==> src/ocmp_pkg.sv <==
package ocmp_pkg;
  localparam int TMR_W = 16;
  localparam int CTL_W = 16;
  localparam int ADDR_W = 4;

  localparam logic [ADDR_W-1:0] ADDR_CTL_ONE = 4'h0;
  localparam logic [ADDR_W-1:0] ADDR_PRIMARY = 4'h1;
  localparam logic [ADDR_W-1:0] ADDR_SECONDARY = 4'h2;
  localparam logic [ADDR_W-1:0] ADDR_CTL_TWO = 4'h3;
  localparam logic [ADDR_W-1:0] ADDR_TIMER = 4'h4;

  localparam int MODE_LSB = 0;
  localparam int MODE_MSB = 2;
  localparam int TRIG_MODE_BIT = 3;
  localparam int TRIG_STAT_BIT = 6;
  localparam int CTL_ONE_USED = 4;

  localparam logic [CTL_W-1:0] CTL_RESET = 16'h0000;
  localparam logic [TMR_W-1:0] CMP_RESET = 16'h0000;
  localparam logic [TMR_W-1:0] TMR_ZERO = 16'h0000;

  typedef enum logic [2:0] {
    MODE_OFF       = 3'b000,
    MODE_ONE_HIGH  = 3'b001,
    MODE_ONE_LOW   = 3'b010,
    MODE_TOGGLE    = 3'b011,
    MODE_DBL_SHOT  = 3'b100,
    MODE_DBL_CONT  = 3'b101,
    MODE_PWM_EDGE  = 3'b110,
    MODE_PWM_CTR   = 3'b111
  } compare_mode_t;

  typedef struct packed {
    logic [ADDR_W-1:0] addr;
    logic [CTL_W-1:0]  wdata;
    logic              wr;
    logic              rd;
  } reg_req_t;
endpackage

==> src/output_compare_mode_logic.sv <==
`timescale 1ns/1ps
module output_compare_mode_logic (
  input  wire logic                        clk,
  input  wire logic                        rst,
  input  wire ocmp_pkg::reg_req_t          req,
  output logic      [ocmp_pkg::CTL_W-1:0]  rdata,
  input  wire logic                        trigger_event,
  output logic      [ocmp_pkg::TMR_W-1:0]  channel_timer_value,
  output logic                             compare_output_pin
);
  import ocmp_pkg::*;

  typedef enum logic [1:0] {
    ST_IDLE   = 2'b00,
    ST_FIRST  = 2'b01,
    ST_SECOND = 2'b10,
    ST_DONE   = 2'b11
  } seq_state_t;

  logic [CTL_W-1:0] compare_control_one;
  logic             trigger_status_flag;
  logic [TMR_W-1:0] primary_shadow;
  logic [TMR_W-1:0] primary_compare_value;
  logic [TMR_W-1:0] secondary_shadow;
  logic [TMR_W-1:0] secondary_compare_value;
  seq_state_t       state;
  seq_state_t       next_state;
  logic             next_pin;
  compare_mode_t    prev_mode;

  wire compare_mode_t compare_mode_select =
    compare_mode_t'(compare_control_one[MODE_MSB:MODE_LSB]);
  wire trigger_status_clear_mode = compare_control_one[TRIG_MODE_BIT];

  wire wr_ctl_one = req.wr & (req.addr == ADDR_CTL_ONE);
  wire wr_primary = req.wr & (req.addr == ADDR_PRIMARY);
  wire wr_second  = req.wr & (req.addr == ADDR_SECONDARY);
  wire wr_ctl_two = req.wr & (req.addr == ADDR_CTL_TWO);
  wire wr_timer   = req.wr & (req.addr == ADDR_TIMER);

  wire is_pwm = (compare_mode_select == MODE_PWM_EDGE) |
                (compare_mode_select == MODE_PWM_CTR);
  wire enabled = (compare_mode_select != MODE_OFF);
  wire mode_changed = (compare_mode_select != prev_mode);
  wire start_high = (compare_mode_select == MODE_ONE_LOW);

  wire match_primary = enabled &
                       (channel_timer_value == primary_compare_value);
  wire match_second  = enabled &
                       (channel_timer_value == secondary_compare_value);
  wire match_zero    = enabled & (channel_timer_value == TMR_ZERO);

  // pwm period restarts when the timer wraps to zero
  wire pwm_reload = is_pwm & match_zero;

  cmp_reg u_primary (
    .clk      (clk),
    .rst      (rst),
    .wr       (wr_primary),
    .wdata    (req.wdata),
    .buffered (is_pwm),
    .reload   (pwm_reload),
    .shadow   (primary_shadow),
    .active   (primary_compare_value)
  );

  cmp_reg u_secondary (
    .clk      (clk),
    .rst      (rst),
    .wr       (wr_second),
    .wdata    (req.wdata),
    .buffered (is_pwm),
    .reload   (pwm_reload),
    .shadow   (secondary_shadow),
    .active   (secondary_compare_value)
  );

  // register file
  always_ff @(posedge clk) begin
    if (rst) begin
      compare_control_one <= CTL_RESET;
    end else if (wr_ctl_one) begin
      compare_control_one <= {{(CTL_W-CTL_ONE_USED){1'b0}},
                              req.wdata[CTL_ONE_USED-1:0]};
    end
  end

  // channel timer, counts only while the mode is not off and holds otherwise, software may preset it
  always_ff @(posedge clk) begin
    if (rst) begin
      channel_timer_value <= TMR_ZERO;
    end else if (wr_timer) begin
      channel_timer_value <= req.wdata;
    end else if (enabled) begin
      channel_timer_value <= channel_timer_value + 16'h0001;
    end
  end

  wire hw_clear = trigger_status_clear_mode & match_second;
  wire sw_clear = wr_ctl_two & ~req.wdata[TRIG_STAT_BIT];
  wire sw_set   = wr_ctl_two & req.wdata[TRIG_STAT_BIT];

  // set wins over any clear
  always_ff @(posedge clk) begin
    if (rst) begin
      trigger_status_flag <= 1'b0;
    end else if (trigger_event | sw_set) begin
      trigger_status_flag <= 1'b1;
    end else if (hw_clear | sw_clear) begin
      trigger_status_flag <= 1'b0;
    end
  end

  wire [CTL_W-1:0] ctl_two_read =
    {{(CTL_W-TRIG_STAT_BIT-1){1'b0}}, trigger_status_flag,
     {TRIG_STAT_BIT{1'b0}}};
  wire sel_ctl_one = req.addr == ADDR_CTL_ONE;
  wire sel_primary = req.addr == ADDR_PRIMARY;
  wire sel_second  = req.addr == ADDR_SECONDARY;
  wire sel_ctl_two = req.addr == ADDR_CTL_TWO;
  wire sel_timer   = req.addr == ADDR_TIMER;
  wire [CTL_W-1:0] read_mux =
    sel_ctl_one ? compare_control_one :
    sel_primary ? primary_shadow :
    sel_second  ? secondary_shadow :
    sel_ctl_two ? ctl_two_read :
    sel_timer   ? channel_timer_value : CTL_RESET;

  always_ff @(posedge clk) begin
    if (rst) begin
      rdata <= CTL_RESET;
    end else if (req.rd) begin
      rdata <= read_mux;
    end else begin
      rdata <= CTL_RESET;
    end
  end

  // output sequencing, evaluated every cycle
  always_comb begin
    next_state = state;
    next_pin = compare_output_pin;
    if (!enabled) begin
      next_state = ST_IDLE;
      next_pin = 1'b0;
    end else if (mode_changed) begin
      next_state = ST_FIRST;
      next_pin = start_high;
    end else begin
      case (compare_mode_select)
        MODE_ONE_HIGH: begin
          if (state == ST_FIRST && match_primary) begin
            next_pin = 1'b1;
            next_state = ST_DONE;
          end
        end
        MODE_ONE_LOW: begin
          if (state == ST_FIRST && match_primary) begin
            next_pin = 1'b0;
            next_state = ST_DONE;
          end
        end
        MODE_TOGGLE: begin
          if (match_primary) begin
            next_pin = ~compare_output_pin;
          end
        end
        MODE_DBL_SHOT: begin
          if (state == ST_FIRST && match_primary) begin
            next_pin = 1'b1;
            next_state = ST_SECOND;
          end else if (state == ST_SECOND && match_second) begin
            next_pin = 1'b0;
            next_state = ST_DONE;
          end
        end
        MODE_DBL_CONT: begin
          if (state == ST_FIRST && match_primary) begin
            next_pin = 1'b1;
            next_state = ST_SECOND;
          end else if (state == ST_SECOND && match_second) begin
            next_pin = 1'b0;
            next_state = ST_FIRST;
          end
        end
        MODE_PWM_EDGE: begin
          if (match_primary) begin
            next_pin = 1'b0;
          end else if (match_zero) begin
            next_pin = 1'b1;
          end
        end
        MODE_PWM_CTR: begin
          if (match_second) begin
            next_pin = 1'b0;
          end else if (match_primary) begin
            next_pin = 1'b1;
          end
        end
        default: begin
          next_state = ST_IDLE;
        end
      endcase
    end
  end

  always_ff @(posedge clk) begin
    if (rst) begin
      state <= ST_IDLE;
      compare_output_pin <= 1'b0;
      prev_mode <= MODE_OFF;
    end else begin
      state <= next_state;
      compare_output_pin <= next_pin;
      prev_mode <= compare_mode_select;
    end
  end
endmodule

==> src/cmp_reg.sv <==
`timescale 1ns/1ps
module cmp_reg (
  input  wire logic                       clk,
  input  wire logic                       rst,
  input  wire logic                       wr,
  input  wire logic [ocmp_pkg::TMR_W-1:0] wdata,
  input  wire logic                       buffered,
  input  wire logic                       reload,
  output logic      [ocmp_pkg::TMR_W-1:0] shadow,
  output logic      [ocmp_pkg::TMR_W-1:0] active
);
  import ocmp_pkg::*;

  wire take_direct = wr & ~buffered;
  wire take_reload = buffered & reload;

  // software side copy
  always_ff @(posedge clk) begin
    if (rst) begin
      shadow <= CMP_RESET;
    end else if (wr) begin
      shadow <= wdata;
    end
  end

  // copy used by the comparator
  always_ff @(posedge clk) begin
    if (rst) begin
      active <= CMP_RESET;
    end else if (take_direct) begin
      active <= wdata;
    end else if (take_reload) begin
      active <= shadow;
    end
  end
endmodule

==> config.mk <==
export PLATFORM = sky130hd
export DESIGN_NAME = output_compare_mode_logic
export DESIGN_NICKNAME = d
export VERILOG_FILES = /design/src/ocmp_pkg.sv /design/src/output_compare_mode_logic.sv /design/src/cmp_reg.sv
export SDC_FILE = /design/constraint.sdc
export NUM_CORES = 1
export LEC_CHECK = 0
export BUFFER_PORTS_ARGS = -buffer_cell sky130_fd_sc_hd__clkbuf_2
export CORE_MARGIN = 1.5
export CORE_UTILIZATION = 51
export CTS_BUF_LIST = sky130_fd_sc_hd__clkbuf_4
export CTS_CLUSTER_DIAMETER = 120
export CTS_CLUSTER_SIZE = 28
export DETAILED_ROUTE_END_ITERATION = 16
export GPL_TIMING_DRIVEN = 0
export PLACE_DENSITY = 0.74
export SLEW_MARGIN = 15
export SYNTH_ARGS = -nofsm -noshare
export SYNTH_HDL_FRONTEND = slang
export SYNTH_SLANG_ARGS = --single-unit
==> constraint.sdc <==
create_clock -name clk -period 1.8 [get_ports clk]
set_input_delay 0 -clock clk [delete_from_list [all_inputs] [get_ports clk]]
set_output_delay 0 -clock clk [all_outputs]
set_load 0.02 [all_outputs]
# Yosys cells after proc, flatten, opt, wreduce, memory -nomap -nowiden
# Index checks and enable logic that the tools add are counted.
# classes
eq_ne	29
bitwise	24
mux	31
addsub	1
n_reduce_logical	20
# op_table
operator	count
$mux 16	10
$eq 16x16->1	2
$add 16x1->16 const B	1
$logic_not 16->1	1
$ne 4x4->1 const B	4
$and 1x1->1	15
$mux 1	13
$eq 3x3->1 const B	4
$ne 3x3->1 const B	4
$mux 2	5
$reduce_or 3->1	3
$eq 4x2->1 const B	2
$pmux 2 s4	1
$reduce_and 4->1	2
$reduce_bool 2->1	4
$reduce_or 2->1	4
$reduce_and 7->1	1
$reduce_bool 7->1	1
$eq 3x2->1 const B	2
$not 1->1	6
$pmux 1 s6	1
$eq 4x1->1 const B	1
$eq 4x3->1 const B	1
$logic_not 4->1	1
12 further kinds	16
# totals
in_bits	25
register_bits	107
word_cells	118
output_inout_bits	33

# Logic depth before layout (Yosys ltp)
# depth
word_depth	7
depth_mapped	9
mapped_depth_nobuf	7

# By module
# From an unflattened synthesis, not the netlist that was laid out.
# hier_totals
hier_cells	607
hier_area_um2	5774.3
# by_module_without_submodules
mod	cells_per_inst	n_inst	area_per_inst_um2
cmp_reg	140	2	1500.2
output_compare_mode_logic	327	1	2773.9

# Worst setup path after synthesis
# Ideal clock, no wire load.
# synth_path
path_type	reg-to-reg
from	reg channel_timer_value[1] (netlist name)
to	reg compare_output_pin
path_stages_with_launch	9
t_arrival_ns	2.040
slack_ns	-0.371
required_ns	1.670
cell_sequence	dfxtp_1 buf_2 xnor2_1 nand4_1 or4_1 nor2_1 o22ai_1 a2111oi_2 a211oi_1
# synth_via
elab_chain_cells	6
word_cells_on_any_way	20
# synth_rtl
item	line	source
start, declared	output_compare_mode_logic.sv:8	output logic [ocmp_pkg::TMR_W-1:0] channel_timer_value,
start signal, assigned	output_compare_mode_logic.sv:93	channel_timer_value <= req.wdata;
start signal, assigned	output_compare_mode_logic.sv:95	channel_timer_value <= channel_timer_value + 16'h0001;
$eq 16x16->1	output_compare_mode_logic.sv:48	(channel_timer_value == primary_compare_value);
$and 1x1->1	output_compare_mode_logic.sv:47	wire match_primary = enabled &
$logic_and 1x1->1	-	
$mux 1	output_compare_mode_logic.sv:178	if (state == ST_FIRST && match_primary) begin
$pmux 1 s6	output_compare_mode_logic.sv:150	case (compare_mode_select)
$mux 1	output_compare_mode_logic.sv:146	end else if (mode_changed) begin
end signal, assigned	output_compare_mode_logic.sv:214	compare_output_pin <= next_pin;
end, declared	output_compare_mode_logic.sv:9	output logic compare_output_pin
# Parallel ways exist; a longest one is shown, timed or not.
# A chain may end at the register's enable or synchronous reset.

# Worst setup path in the final report
# layout_path
from	reg channel_timer_value[11] (netlist name)
to	reg compare_output_pin
# Same word-level chain as after synthesis.

==> run summary <==
Yosys top cell by area -> dfxtp_1
PortBufs -> 56
WP data required -> 2.17 ns
Detailed Route WL -> 18000 um
Max FO, Critical Path -> 9
GPL Wtd Cong -> 0.946
Reg clk slew, reported paths -> 0.15 ns
Hold Path Class -> input port to flop
Synth area leaders -> dfxtp_1 (41%), nand2_1 (7.5%), xnor2_1 (6.6%)
1st-iter DRT viols -> 865
Yosys top cell area share -> 0.414
Max-slew headroom -> 0.444
Worst vdd rail ir drop -> 0.397 mV
First-pass GRT wire length -> 26400 um
Final worst-path cycle share -> 1.20
Worst Path Arrival -> 2.53 ns
Total Routing Usage GR -> 0.316
PD cells -> 606 mW/mm2
Synth warn -> 0
Initial Util -> 0.528
CP bufs+invs -> 0
Routed WL per cell -> 20.6 um
TritonCTS clock tree -> done
Setup-failing EPs final -> 36
Fillers -> 760
Initial antenna violation count -> 0
N_diodes -> 0
DP Worst Slack -> -0.888 ns
Worst-path cell chain -> xnor2_1, nand4_1, or4_4, nor2_4, o22ai_2, a2111oi_4, a211oi_2
Clock root buffer -> clkbuf_4
Final hold violation count -> 0
Share of cells above drive strength 1 -> 0.305
Final instance area -> 0.00682 mm2
Cell Area, Placed -> 0.00582 mm2
Vias per std cell -> 6.32
HPWL after DPL -> 11700 um
Register area share after synthesis -> 0.414
P_leak -> 0.00236 uW
FF+latch count, synth -> 107
Critical path's slowest cell -> or4_4
Remaining DRCs -> 0
Syn avg cell area -> 8.34 um2
Post-route ant nets -> 0
Mapped cell area -> 0.00518 mm2
Die ar. -> 0.0108 mm2
Final Skew -> 0.0195 ns
Fmax -> 0.464 GHz
Ys async rst share -> 0
Via count -> 5524
Family with the most delay on the worst path -> simple AND/OR/NAND/NOR gates
Post-synthesis instance total -> 621
Clock sink total -> 107
Worst-skew pair later-pin latency -> 0.48 ns
GR Overflow Total -> 0
Syn nets -> 648
# rows -> 36
Die Y -> 104 um
Area Overhead vs Synth -> 31.7%
Horiz. Die Dim -> 104 um
Max-slew violations -> 0
Final worst path period need -> 2.16 ns
CP max stage delay -> 0.49 ns
Failing checks -> negative setup slack
Yosys cell types -> 50
# H-tree levels -> 3
Top FF cell, synth -> dfxtp_1
Vias in the first global route -> 5142
Slew at the pin closest to its max-slew limit -> 0.834 ns
CP Capture Type -> flop
# IOs -> 58
Post-synth top cells -> dfxtp_1 (107), nand2_1 (104), nor2_1 (69), a21oi_1 (56), xnor2_1 (39)
Final WS setup -> -0.356 ns
Count leader, synth -> dfxtp_1
Setup CP Type -> flop to flop
Longest Clk Path Bufs -> 2
Post-layout net count -> 764
Max-Cap Viols -> 0
Core area -> 0.00982 mm2
Critical Path Start Type -> flop
Post-synth EDFFs -> 0
Largest net degree at the start of global routing -> 17
Inserted Clock Buffers -> 9
Final Hold Slack -> 0.0116 ns
Setup TNS -> -7.95 ns
RSZ-0062 raised after global routing -> true
Outcome -> finished with violations
DRT Pass-1 Iters -> 8
## final timing paths
kind / depth (start not counted) / end / slack, ns / from
max: 7 / compare_output_pin / -0.36 / channel_timer_value[11]
min: 5 / rdata[6] / 0.01 / req[20]
max reg2reg: 7 / compare_output_pin / -0.36 / channel_timer_value[11]
min reg2reg: 2 / u_primary.active[15] / 0.49 / u_primary.active[15]
## cell usage in the layout (no fill, tap or decap), types with 9 or more instances in the layout
cell / synthesis / final
mux2i_1: 15 / 15
a222oi_1: 15 / 15
nand4_1: 13 / 13
clkbuf_4: 0 / 11
a22oi_2: 0 / 10
xor2_1: 11 / 11
buf_6: 6 / 9
inv_1: 12 / 11
xnor2_1: 39 / 21
clkbuf_1: 26 / 21
a21oi_1: 56 / 52
dfxtp_4: 0 / 14
dlygate4sd3_1: 0 / 22
a211oi_1: 30 / 28
nor2_1: 69 / 63
nand3_1: 14 / 12
nand2_1: 104 / 101
xnor2_2: 0 / 12
dfxtp_1: 107 / 86
buf_4: 2 / 32
clkbuf_2: 1 / 57
## power by group
group          total [uW]  internal, uW  switching (uW)  leakage (uW)
clock                1120           313             809     0.0000671
combinational         570           233             337       0.00141
sequential           2440          2390            52.7      0.000879
total                4130          2940            1200       0.00236
## kinds of logic after synthesis
family	Yosys count	share of synthesized area
flops	107	0.414
xor+xnor	50	0.0845
compound gates	137	0.184
fa+ha+maj	3	0.00676
simple gates	240	0.215
mux	17	0.0333
buf+inv	67	0.0633
## timing repair
item                       in CTS  in global routing
setup endpoints to repair      44                 57
pin swaps                      31                 56
hold buffers                   22                  0
resized for setup              50                 57
cloned                          2                  1
hold endpoints to repair       90                  0
setup buffers                  21                 20
## registers in the layout, summed over array words and instances, names as in the netlist
signal / flops
channel_timer_value: 16
u_primary.active: 16
u_secondary.active: 16
prev_mode: 3
compare_output_pin: 1
rdata: 16
u_secondary.shadow: 16
compare_control_one: 4
u_primary.shadow: 16
state: 2
trigger_status_flag: 1
## layout make-up
cell class / count / area [um2] / area share
plain buffers: 38 / 240 / 0.0352
clock buffers: 11 / 82.6 / 0.0121
clock inverters: 4 / 27.5 / 0.00403
inverters: 13 / 48.8 / 0.00715
multi-input cells: 447 / 3160 / 0.462
flip-flops and latches: 107 / 2200 / 0.323
well taps: 133 / 166 / 0.0244
repair buffers: 121 / 898 / 0.132
## through the flow
| stage | std cells | total power, uW | utilization |
|---|---|---|---|
| 3_5_place_dp | 810 | 2900 | 0.592 |
| 2_1_floorplan | 621 | 2730 | - |
| 4_1_cts | 858 | 4050 | 0.655 |
| 3_3_place_gp | 810 | 2890 | 0.592 |
| 5_1_grt | 874 | 4250 | 0.695 |
| 6_report | 874 | 4130 | 0.695 |
## per-layer routing
metal,share of wire,global-route usage,vias to the layer above
met5,0,0,-
met1,0.39,0.413,2626
met2,0.45,0.490,407
met3,0.11,0.0692,84
li1,-,-,2407
met4,0.047,0.166,0
## tightest hold or removal path: stages
cell and delay (ns):
clkbuf_2 0.09, nor2_1 0.06, nand2_1 0.10, nor3_1 0.05, nor3_1 0.13
Note: power is estimated with default switching activity, not from simulation.
